[src/ring_gp_consts.vh]
// constants for the ring resiliency and general purpose register bank
// Notes on behaviour
// - page value 0x0010 selects general purpose page
// - page value 0x0000 returns to main page
// - general purpose bits survive software resets
// - ring bit 15 sticky startup enable, reset 0
// - bit 14 local advert, bit 13 partner advert
// - bit 12 forces ring resiliency on
// - bits 5:4 report timing role, reset 00
// - first link-up loads role from autoneg
// - bit 0 starts switchover, then self-clears
// - aux clock bit 15 enables output pin
// - bits 14:13 select aux clock frequency
// - gpio bit 13 active-low pin output enable
// - gpio bit 12 holds pin output value
// - gpio bit 11 reads pin level
// - gpio bit 9 tri-states led outputs
// - alert bits 3:0, 0000 on, 1111 off
`ifndef RING_GP_CONSTS_VH
`define RING_GP_CONSTS_VH

// register indices, byte address is four times the index
`define IDX_AUX_CLOCK 5'h0d
`define IDX_GPIO_TWO 5'h0e
`define IDX_LINK_ALERT 5'h13
`define IDX_TIMING_ROLE 5'h1e
`define IDX_PAGE_SELECT 5'h1f

// page select values
`define PAGE_MAIN 16'h0000
`define PAGE_EXT_TWO 16'h0002
`define PAGE_GP 16'h0010

// decoded register selections
`define SEL_NONE 3'h0
`define SEL_PAGE 3'h1
`define SEL_AUX 3'h2
`define SEL_GPIO 3'h3
`define SEL_ALERT 3'h4
`define SEL_ROLE 3'h5
`define SEL_ERROR 3'h6

// timing role register fields
`define ROLE_STARTUP_BIT 15
`define ROLE_ADV_BIT 14
`define ROLE_LP_ADV_BIT 13
`define ROLE_FORCE_BIT 12
`define ROLE_STATUS_HI 5
`define ROLE_STATUS_LO 4
`define ROLE_SWITCH_BIT 0

// timing role codes
`define ROLE_SLAVE 2'h0
`define ROLE_M2S 2'h1
`define ROLE_S2M 2'h2
`define ROLE_MASTER 2'h3

// aux clock fields
`define AUX_EN_BIT 15
`define AUX_FREQ_HI 14
`define AUX_FREQ_LO 13
`define AUX_EN_RESET 1'b0
`define AUX_FREQ_RESET 2'h0

// gpio fields
`define GPIO_OE_N_BIT 13
`define GPIO_OUT_BIT 12
`define GPIO_IN_BIT 11
`define GPIO_LED_TRI_BIT 9
`define GPIO_OE_N_RESET 1'b1
`define GPIO_OUT_RESET 1'b0
`define GPIO_LED_TRI_RESET 1'b1

// link drop alert field
`define ALERT_ENABLED 4'h0
`define ALERT_DISABLED 4'hf
`define ALERT_RESET 4'h0

`endif

[src/timing_role_tracker.v]
// timing master/slave role state and switchover sequencing
`timescale 1ns/1ps
`include "ring_gp_consts.vh"
module timing_role_tracker (
    input wire pclk,
    input wire presetn,
    input wire soft_reset,
    input wire link_up,
    input wire an_master,
    input wire start_req,
    input wire switch_done,
    output reg [1:0] status,
    output wire busy,
    output reg switch_start
);
    reg link_seen;
    reg [1:0] next_status;

    assign busy = (status == `ROLE_S2M) || (status == `ROLE_M2S);

    ////////////////////////////////////////////////////////////////////////
    // role sequencing
    always @* begin
        next_status = status;
        case (status)
            `ROLE_SLAVE: begin
                if (link_up && !link_seen) begin
                    next_status = an_master ? `ROLE_MASTER : `ROLE_SLAVE;
                end else if (start_req) begin
                    next_status = `ROLE_S2M;
                end
            end
            `ROLE_MASTER: begin
                if (link_up && !link_seen) begin
                    next_status = an_master ? `ROLE_MASTER : `ROLE_SLAVE;
                end else if (start_req) begin
                    next_status = `ROLE_M2S;
                end
            end
            `ROLE_S2M: begin
                if (switch_done) begin
                    next_status = `ROLE_MASTER;
                end
            end
            default: begin
                if (switch_done) begin
                    next_status = `ROLE_SLAVE;
                end
            end
        endcase
    end

    always @(posedge pclk or negedge presetn) begin
        if (!presetn) begin
            status <= `ROLE_SLAVE;
            link_seen <= 1'b0;
            switch_start <= 1'b0;
        end else if (soft_reset) begin
            status <= `ROLE_SLAVE;
            link_seen <= 1'b0;
            switch_start <= 1'b0;
        end else begin
            status <= next_status;
            if (link_up) begin
                link_seen <= 1'b1;
            end
            switch_start <= start_req && !busy && !(link_up && !link_seen);
        end
    end
endmodule

[src/ring_resiliency_gp_regs.v]
// apb register bank for ring resiliency and general purpose page controls
`timescale 1ns/1ps
`include "ring_gp_consts.vh"
module ring_resiliency_gp_regs (
    input wire pclk,
    input wire presetn,
    input wire psel,
    input wire penable,
    input wire pwrite,
    input wire [7:0] paddr,
    input wire [31:0] pwdata,
    input wire [3:0] pstrb,
    output reg [31:0] prdata,
    output wire pready,
    output reg pslverr,
    input wire soft_reset,
    input wire link_up,
    input wire an_master,
    input wire lp_rr_adv,
    input wire switch_done,
    input wire low_power_hold_pin_in,
    output wire low_power_hold_pin_out,
    output wire low_power_hold_pin_oe,
    output wire aux_clock_output_en,
    output wire [1:0] aux_clock_output_freq,
    output wire led_tristate,
    output wire link_drop_alert_pin_en,
    output wire [3:0] link_drop_alert_setting,
    output wire rr_startup_enable,
    output wire rr_advertise,
    output wire rr_force,
    output wire rr_active,
    output wire switch_start
);

    ////////////////////////////////////////////////////////////////////////
    // decode helpers

    function [2:0] decode_sel;
        input [7:0] addr;
        input [15:0] page;
        reg [4:0] idx;
        begin
            idx = addr[6:2];
            if (addr[7] || (addr[1:0] != 2'h0)) begin
                decode_sel = `SEL_ERROR;
            end else if (idx == `IDX_PAGE_SELECT) begin
                decode_sel = `SEL_PAGE;
            end else if (page == `PAGE_GP && idx == `IDX_AUX_CLOCK) begin
                decode_sel = `SEL_AUX;
            end else if (page == `PAGE_GP && idx == `IDX_GPIO_TWO) begin
                decode_sel = `SEL_GPIO;
            end else if (page == `PAGE_GP && idx == `IDX_LINK_ALERT) begin
                decode_sel = `SEL_ALERT;
            end else if (page == `PAGE_EXT_TWO && idx == `IDX_TIMING_ROLE) begin
                decode_sel = `SEL_ROLE;
            end else begin
                decode_sel = `SEL_NONE;
            end
        end
    endfunction

    // merge byte lanes of write data over the old value
    function [15:0] lane_merge;
        input [15:0] old;
        input [15:0] wdata;
        input [1:0] strb;
        begin
            lane_merge[7:0] = strb[0] ? wdata[7:0] : old[7:0];
            lane_merge[15:8] = strb[1] ? wdata[15:8] : old[15:8];
        end
    endfunction

    // read views of each register, reserved bits zero
    function [15:0] aux_view;
        input en;
        input [1:0] freq;
        begin
            aux_view = 16'h0000;
            aux_view[`AUX_EN_BIT] = en;
            aux_view[`AUX_FREQ_HI:`AUX_FREQ_LO] = freq;
        end
    endfunction

    function [15:0] gpio_view;
        input oe_n;
        input out;
        input pin;
        input led_off;
        begin
            gpio_view = 16'h0000;
            gpio_view[`GPIO_OE_N_BIT] = oe_n;
            gpio_view[`GPIO_OUT_BIT] = out;
            gpio_view[`GPIO_IN_BIT] = pin;
            gpio_view[`GPIO_LED_TRI_BIT] = led_off;
        end
    endfunction

    function [15:0] alert_view;
        input [3:0] setting;
        begin
            alert_view = {12'h000, setting};
        end
    endfunction

    function [15:0] role_view;
        input startup;
        input adv;
        input lp_adv;
        input forced;
        input [1:0] role;
        input busy;
        begin
            role_view = 16'h0000;
            role_view[`ROLE_STARTUP_BIT] = startup;
            role_view[`ROLE_ADV_BIT] = adv;
            role_view[`ROLE_LP_ADV_BIT] = lp_adv;
            role_view[`ROLE_FORCE_BIT] = forced;
            role_view[`ROLE_STATUS_HI:`ROLE_STATUS_LO] = role;
            role_view[`ROLE_SWITCH_BIT] = busy;
        end
    endfunction

    ////////////////////////////////////////////////////////////////////////
    // state

    reg [15:0] page_select;
    reg aux_en;
    reg [1:0] aux_freq;
    reg gpio_oe_n;
    reg gpio_out;
    reg led_tri;
    reg [3:0] alert_setting;
    reg role_startup;
    reg role_adv;
    reg role_force;

    wire [2:0] sel;
    wire setup_phase;
    wire write_access;
    wire [15:0] wmerge;
    wire [1:0] role_status;
    wire role_busy;
    wire start_req;
    reg [15:0] read_word;
    reg [15:0] next_page_select;
    reg next_aux_en;
    reg [1:0] next_aux_freq;
    reg next_gpio_oe_n;
    reg next_gpio_out;
    reg next_led_tri;
    reg [3:0] next_alert_setting;
    reg next_role_startup;
    reg next_role_adv;
    reg next_role_force;
    wire wr_page;
    wire wr_aux;
    wire wr_gpio;
    wire wr_alert;
    wire wr_role;
    wire switch_write;

    assign sel = decode_sel(paddr, page_select);
    assign setup_phase = psel && !penable;
    assign write_access = psel && penable && pwrite && (sel != `SEL_ERROR);
    assign pready = 1'b1;

    ////////////////////////////////////////////////////////////////////////
    // write strobes, one per register
    assign wr_page = write_access && (sel == `SEL_PAGE);
    assign wr_aux = write_access && (sel == `SEL_AUX);
    assign wr_gpio = write_access && (sel == `SEL_GPIO);
    assign wr_alert = write_access && (sel == `SEL_ALERT);
    assign wr_role = write_access && (sel == `SEL_ROLE);

    ////////////////////////////////////////////////////////////////////////
    // page select, cleared by software reset of the phy

    always @* begin
        next_page_select = page_select;
        if (wr_page) begin
            next_page_select = lane_merge(page_select, pwdata[15:0], pstrb[1:0]);
        end
    end

    always @(posedge pclk or negedge presetn) begin
        if (!presetn) begin
            page_select <= `PAGE_MAIN;
        end else if (soft_reset) begin
            page_select <= `PAGE_MAIN;
        end else begin
            page_select <= next_page_select;
        end
    end

    ////////////////////////////////////////////////////////////////////////
    // general purpose page, untouched by software reset

    assign wmerge = lane_merge(read_word, pwdata[15:0], pstrb[1:0]);

    always @* begin
        next_aux_en = aux_en;
        next_aux_freq = aux_freq;
        next_gpio_oe_n = gpio_oe_n;
        next_gpio_out = gpio_out;
        next_led_tri = led_tri;
        next_alert_setting = alert_setting;
        if (wr_aux) begin
            next_aux_en = wmerge[`AUX_EN_BIT];
            next_aux_freq = wmerge[`AUX_FREQ_HI:`AUX_FREQ_LO];
        end
        if (wr_gpio) begin
            next_gpio_oe_n = wmerge[`GPIO_OE_N_BIT];
            next_gpio_out = wmerge[`GPIO_OUT_BIT];
            next_led_tri = wmerge[`GPIO_LED_TRI_BIT];
        end
        if (wr_alert) begin
            next_alert_setting = wmerge[3:0];
        end
    end

    always @(posedge pclk or negedge presetn) begin
        if (!presetn) begin
            aux_en <= `AUX_EN_RESET;
            aux_freq <= `AUX_FREQ_RESET;
        end else begin
            aux_en <= next_aux_en;
            aux_freq <= next_aux_freq;
        end
    end

    always @(posedge pclk or negedge presetn) begin
        if (!presetn) begin
            gpio_oe_n <= `GPIO_OE_N_RESET;
            gpio_out <= `GPIO_OUT_RESET;
            led_tri <= `GPIO_LED_TRI_RESET;
        end else begin
            gpio_oe_n <= next_gpio_oe_n;
            gpio_out <= next_gpio_out;
            led_tri <= next_led_tri;
        end
    end

    always @(posedge pclk or negedge presetn) begin
        if (!presetn) begin
            alert_setting <= `ALERT_RESET;
        end else begin
            alert_setting <= next_alert_setting;
        end
    end

    ////////////////////////////////////////////////////////////////////////
    // timing role sticky controls

    always @* begin
        next_role_startup = role_startup;
        next_role_adv = role_adv;
        next_role_force = role_force;
        if (wr_role) begin
            next_role_startup = wmerge[`ROLE_STARTUP_BIT];
            next_role_adv = wmerge[`ROLE_ADV_BIT];
            next_role_force = wmerge[`ROLE_FORCE_BIT];
        end
    end

    always @(posedge pclk or negedge presetn) begin
        if (!presetn) begin
            role_startup <= 1'b0;
            role_adv <= 1'b0;
            role_force <= 1'b0;
        end else begin
            role_startup <= next_role_startup;
            role_adv <= next_role_adv;
            role_force <= next_role_force;
        end
    end

    // switchover request, honoured only when idle and feature active
    assign switch_write = wr_role && pstrb[0] && pwdata[`ROLE_SWITCH_BIT];
    assign start_req = switch_write && !role_busy && rr_active;

    timing_role_tracker u_tracker (
        .pclk(pclk),
        .presetn(presetn),
        .soft_reset(soft_reset),
        .link_up(link_up),
        .an_master(an_master),
        .start_req(start_req),
        .switch_done(switch_done),
        .status(role_status),
        .busy(role_busy),
        .switch_start(switch_start)
    );

    ////////////////////////////////////////////////////////////////////////
    // read mux

    always @* begin
        read_word = 16'h0000;
        if (sel == `SEL_PAGE) begin
            read_word = page_select;
        end else if (sel == `SEL_AUX) begin
            read_word = aux_view(aux_en, aux_freq);
        end else if (sel == `SEL_GPIO) begin
            read_word = gpio_view(gpio_oe_n, gpio_out, low_power_hold_pin_in, led_tri);
        end else if (sel == `SEL_ALERT) begin
            read_word = alert_view(alert_setting);
        end else if (sel == `SEL_ROLE) begin
            read_word = role_view(role_startup, role_adv, lp_rr_adv, role_force, role_status,
                role_busy);
        end
    end

    ////////////////////////////////////////////////////////////////////////
    // apb answer registers, loaded in the setup cycle

    always @(posedge pclk or negedge presetn) begin
        if (!presetn) begin
            prdata <= 32'h0000_0000;
            pslverr <= 1'b0;
        end else if (setup_phase) begin
            prdata <= pwrite ? 32'h0000_0000 : {16'h0000, read_word};
            pslverr <= (sel == `SEL_ERROR);
        end else if (!psel) begin
            pslverr <= 1'b0;
        end
    end

    ////////////////////////////////////////////////////////////////////////
    // pin and control outputs

    assign aux_clock_output_en = aux_en;
    assign aux_clock_output_freq = aux_freq;
    assign low_power_hold_pin_oe = !gpio_oe_n;
    assign low_power_hold_pin_out = gpio_out;
    assign led_tristate = led_tri;
    assign link_drop_alert_setting = alert_setting;
    assign link_drop_alert_pin_en = (alert_setting == `ALERT_ENABLED);
    assign rr_startup_enable = role_startup;
    assign rr_advertise = role_adv;
    assign rr_force = role_force;
    assign rr_active = role_force || (role_adv && lp_rr_adv);

endmodule

[config.mk]
export PLATFORM = sky130hd
export DESIGN_NAME = ring_resiliency_gp_regs
export DESIGN_NICKNAME = d
export VERILOG_FILES = /design/src/timing_role_tracker.v /design/src/ring_resiliency_gp_regs.v
export VERILOG_INCLUDE_DIRS = /design/src
export SDC_FILE = /design/constraint.sdc
export NUM_CORES = 1
export LEC_CHECK = 0
export ABC_AREA = 0
export BUFFER_PORTS_ARGS = -buffer_cell sky130_fd_sc_hd__buf_2
export CAP_MARGIN = 20
export CORE_ASPECT_RATIO = 0.75
export CORE_MARGIN = 2
export CORE_UTILIZATION = 40
export DETAILED_ROUTE_END_ITERATION = 6
export GPL_ROUTABILITY_DRIVEN = 0
export PLACE_DENSITY = 0.67
export SYNTH_ARGS = -nofsm -noshare
export SYNTH_HDL_FRONTEND = slang
export SYNTH_HIERARCHICAL = 1
export SYNTH_SLANG_ARGS = --single-unit
[constraint.sdc]
create_clock -name pclk -period 3.7 [get_ports pclk]
set_input_delay 0 -clock pclk [delete_from_list [all_inputs] [get_ports pclk]]
set_output_delay 0 -clock pclk [all_outputs]
set_load 0.02 [all_outputs]
* After elaboration in Yosys (flattened, before gate mapping)
Index checks and enable logic that the tools add are counted.
Word-level totals: register bits 66, input port bits 55, word-level logic and storage cells 109
Operators by class: eq/ne operators 21, mux-type cells 32, reductions and logical operators 40
Operators with widths (count):
- $mux 16 | 8
- $mux 8 | 3
- $logic_and 1x1->1 | 21
- $mux 3 | 6
- $eq 16x2->1 const B | 1
- $eq 16x5->1 const B | 1
- $mux 2 | 8
- $eq 5x5->1 const B | 3
- $eq 5x4->1 const B | 2
- $reduce_bool 2->1 | 5
- $eq 3x3->1 const B | 3
- $ne 4x2->1 const B | 2
- $eq 3x2->1 const B | 2
- $ne 3x3->1 const B | 2
- $pmux 2 s3 | 1
- $logic_not 1->1 | 5
- $mux 1 | 5
- $eq 2x2->1 const B | 2
- $logic_not 4->1 | 1
- $mux 4 | 1
- $reduce_and 2->1 | 2
- $reduce_and 4->1 | 1
- $reduce_bool 4->1 | 1
- $eq 3x1->1 const B | 1
- 4 further kinds | 6

* Depth between registers and ports, before layout
depth in word-level cells 19, mapped depth 8, mapped depth without buffers 7

* By module
Netlist, hierarchy kept.
By module, submodules not included:
- ring_resiliency_gp_regs | instances 1, cells each 269, area an instance 2532.4 sq um
- timing_role_tracker | instances 1, cells each 28, area an instance 282.8 sq um

* Worst setup path before layout
No wires, ideal clock.
kind reg2reg, start reg page_select[9], end reg u_tracker.status[0], setup time 0.125 ns, arrival time 2.182 ns, required time 3.575 ns, path slack 1.394 ns, stages on the path, launching flop included 9, path buffers 1, cells stage by stage dfrtp_1 -> nor4_2 -> and4_4 -> and4_1 -> buf_6 -> nand2_4 -> nor4b_1 -> o32ai_2 -> mux2_2
Between the ends: cells in the longest elaborated chain, start to end 17
RTL lines:
- start, declared | line ring_resiliency_gp_regs.v:127 | reg [15:0] page_select;
- start signal, assigned | line ring_resiliency_gp_regs.v:188 | page_select <= `PAGE_MAIN;
- start signal, assigned | line ring_resiliency_gp_regs.v:190 | page_select <= `PAGE_MAIN;
- start signal, assigned | line ring_resiliency_gp_regs.v:192 | page_select <= next_page_select;
- $eq 16x2->1 (no source line)
- $logic_and 1x1->1 (no source line)
- $mux 3 | line ring_resiliency_gp_regs.v:55 | end else if (page == `PAGE_EXT_TWO && idx == `IDX_TIMING_ROLE) begin
- $mux 3 | line ring_resiliency_gp_regs.v:53 | end else if (page == `PAGE_GP && idx == `IDX_LINK_ALERT) begin
- $mux 3 | line ring_resiliency_gp_regs.v:51 | end else if (page == `PAGE_GP && idx == `IDX_GPIO_TWO) begin
- $mux 3 (*) | line ring_resiliency_gp_regs.v:49 | end else if (page == `PAGE_GP && idx == `IDX_AUX_CLOCK) begin
- $mux 3 (*) | line ring_resiliency_gp_regs.v:47 | end else if (idx == `IDX_PAGE_SELECT) begin
- $mux 3 (*) | line ring_resiliency_gp_regs.v:45 | if (addr[7] || (addr[1:0] != 2'h0)) begin
- $ne 3x3->1 (no source line)
- $logic_and 1x1->1 | line ring_resiliency_gp_regs.v:165 | assign write_access = psel && penable && pwrite && (sel != `SEL_ERROR);
- $logic_and 1x1->1 (*) | line ring_resiliency_gp_regs.v:174 | assign wr_role = write_access && (sel == `SEL_ROLE);
- $logic_and 1x1->1 (*) (2 in series) | line ring_resiliency_gp_regs.v:279 | assign switch_write = wr_role && pstrb[0] && pwdata[`ROLE_SWITCH_BIT];
- $logic_and 1x1->1 (*) (2 in series) | line ring_resiliency_gp_regs.v:280 | assign start_req = switch_write && !role_busy && rr_active;
- via start_req | line ring_resiliency_gp_regs.v:144 | wire start_req;
- $ne 4x2->1 (no source line)
- $reduce_and 4->1 (no source line) (*)
- end signal, assigned | line timing_role_tracker.v:55 | status <= `ROLE_SLAVE;
- end signal, assigned | line timing_role_tracker.v:59 | status <= `ROLE_SLAVE;
- end signal, assigned | line timing_role_tracker.v:63 | status <= next_status;
- end, declared | line timing_role_tracker.v:12 | output reg [1:0] status,
The timed path passes the listed nets; every way through them passes the cells marked *. A chain may end at the register's enable or synchronous reset.

* Worst setup path after layout
start reg page_select[9], end reg u_tracker.status[1]
Same word-level chain as after synthesis.

==> qor.txt <==
Critical Path End Type: flop
synthesized instance count: 297
die boundary width: 100.9 um
status: complete, but fails checks
Synth Cell Area: 2815 sq um
Async SR Flop Fraction: 100.0%
# fillers: 644
Sw Pwr: 317.5 uW
sequential fraction of the synthesis area: 44.53%
number of global-route vias before repair: 2,254
Leakage: 1.726 nW
Post-CTS Setup Bufs: 0
Worst Setup Slack, final: 0.6854 ns
syn avg cell area: 9.479 sq um
WL final: 7560 um
Max Cap Viol: 0
Finished Layout Cells: 464
top post-synthesis cells by area: dfrtp_1, nand2_1, buf_4, mux2i_1, nor2_1
Critical Path AT: 3.22 ns
Slew Viols, Final: 0
combinational share of power: 18.5%
ys flop type: dfrtp_1
fin crit share: 81.48%
Clock Skew: 0.01039 ns
fmax: 0.3317 GHz
synth-to-layout area growth: 22.00%
CTS tree: yes
layout cells sized above 1: 24.74%
CP peak stage delay: 0.64 ns
Sink Count: 50
placed cell count: 437
Synth Warn #: 6
Starting Density: 41.41%
initial antenna violation count: 0
Max VDD drop: 0.0001382 V
die height: 76.66 um
critical path's slowest cell: nor4b_1
IO Pins: 105
type of the worst setup path: flop to flop
Total Nets Final: 438
Req. time, crit path: 3.90 ns
number of buffers created by CTS: 5
# H-tree levels: 2
Int Pwr: 769.8 uW
commonest cells in the netlist: dfrtp_1, nand2_1, nor2_1, buf_4, o21ai_0
RSZ-0062 raised after global routing: no
crit start category: flop
library cells used by synthesis: 51
switching share of power: 29.20%
flops & latches, synth: 50
Starting DRT DRC Count: 399
Tmin final: 3.015 ns
largest area contributor in the netlist: dfrtp_1
HP Class: primary input to flop
register share of total power: 52.2%
clock slew at reported path FFs: 0.09 ns
Die Area: 7732 sq um
Power Density: 316.6 nW/um^2
worst-skew pair later-pin latency: 0.31 ns
top cell type's share of synthesized area: 42.67%
pre-CTS WS: 0.8673 ns
GRT Total Usage: 20.15%
violated checks: negative hold slack
Fin Setup TNS: 0 ns
first-pass GRT wire length: 12,020 um
Top delay family on crit path: simple AND/OR/NAND/NOR gates
setup violators final: 0
placed cell area: 3158 sq um
EDFF count, synth: 0
final hold slack: -0.001269 ns
Slew HR: 43.19%
Clock Power Share: 29.3%
Routed Antenna Nets: 0
final instance area: 3435 sq um
DP Wirelength: 5641 um
Max Root-Sink Buffers: 2
WL per Instance: 16.29 um
I/O Buffers: 69
Worst Tran Pin Value: 0.8521 ns
worst path cell trace: nor4_2, and4_4, and4_1, nand2_4, nor4b_1, o32ai_2, mux2_2
TritonRoute pass-1 iters: 5
largest net degree at the start of global routing: 33
Cell Rows: 26
Antenna diodes: 0
Pwr Total: 1.087 mW
DRC viols: 0
grt total ovfl: 0
vias per cell: 5.405
clk root buf: clkbuf_8
worst-path fanout max: 7
Worst Path Buf+Inv: 0
Hold Violations, Final: 1
via count: 2,508
total core area: 6799 sq um
==> repair_timing <==
item	in CTS	in global routing
gates resized for setup	0	0
endpoints found under the hold margin	44	0
hold buffers	19	0
==> power groups by stage <==
stage	Sequential [mW]	Combinational (mW)	Clock [mW]
after detailed placement	0.577	0.184	0
final	0.567	0.202	0.319
after global routing	0.568	0.223	0.349
after global placement	0.576	0.173	0
after CTS	0.567	0.200	0.329
after floorplan	0.575	0.130	0
==> logic make-up after synthesis <==
group / share of synthesized area, %
AO/OA/AOI/OAI: 15.02
flip-flops: 44.53
multiplexers: 5.911
other: 0.2668
buffers and inverters: 7.200
adder cells (fa/ha/maj): 1.778
AND/OR/NAND/NOR: 25.29
==> worst paths after layout <==
path,cells past startpoint,slack [ns],from,end
max in group asynchronous,3,2.94,presetn,gpio_oe_n
max,7,0.69,page_select[9],u_tracker/status[1]
min,3,-0.001,pwdata[13],page_select[13]
min in group asynchronous,2,0.16,presetn,u_tracker/link_seen
min reg2reg,2,0.48,prdata[7],prdata[7]
max reg2reg,7,0.69,page_select[9],u_tracker/status[1]
==> cell usage in the layout (no fill, tap or decap), types with 2 or more instances in the layout <==
cell type      Yosys  final
nand3_1            6      6
conb_1             2     17
a2111oi_0          2      2
a31oi_1            3      3
nor2_1            21     21
nor4b_1            5      5
nor3_1             3      3
a21oi_1           12     12
and4_1             4      4
o21ai_0           13     13
nor3b_1            2      2
nand2b_1           3      3
dlygate4sd3_1      0     19
a21o_1             5      5
o31ai_1           10     10
ha_1               4      4
nand2_1           48     48
buf_2              3     69
and2_1             5      5
nor2b_1            7      7
nor4_4             2      2
dfstp_2            2      2
o21ai_1            2      2
mux2i_1           11     11
a221oi_1           2      2
nor4_1             4      4
mux2_2             5      5
dfrtp_1           48     48
nand3b_1           2      2
a22oi_1            8      8
inv_1              5      5
a22o_1             2      2
and3_1             4      4
nand4_1            2      2
clkbuf_8           0      5
==> final cells by class <==
class / instances / area [sq um] / share of cell area [%]
Clock buffer: 6 / 72.57 / 2.113
Sequential cell: 50 / 1254 / 36.50
Tap cell: 84 / 105.1 / 3.060
Inverter: 5 / 18.77 / 0.5464
Timing Repair Buffer: 89 / 555.5 / 16.17
Multi-Input combinational cell: 228 / 1415 / 41.20
Clock inverter: 2 / 13.76 / 0.4007
==> state kept, by name (all words and copies together), names as in the netlist, 2 cells and up <==
name,flops
aux_clock_output_freq,2
prdata,16
link_drop_alert_setting,4
u_tracker/status,2
page_select,16
==> through the flow <==
step                hold WS, ns  util (%)
finish                -0.001269     50.52
global route            0.04206     50.52
CTS                    0.003983     50.52
detailed placement     -0.02416     46.45
global placement         0.2476     46.15
floorplan               -0.2956         -
==> worst reg2reg max path, stage by stage, from the launching register on <==
cell and delay [ns]:
dfrtp_1 0.43, nor4_2 0.44, and4_4 0.33, and4_1 0.39, nand2_4 0.16, nor4b_1 0.64
o32ai_2 0.22, mux2_2 0.30
==> routing by layer <==
layer / up-vias / global-route usage (%) / wire length (um)
met2: 111 / 28.67 / 3200
met4: 0 / 5.342 / 84
met1: 1201 / 31.40 / 3617
met5: - / 0 / 0
met3: 6 / 3.373 / 658
li1: 1190 / - / -
Power figures use the tool's default switching activity.
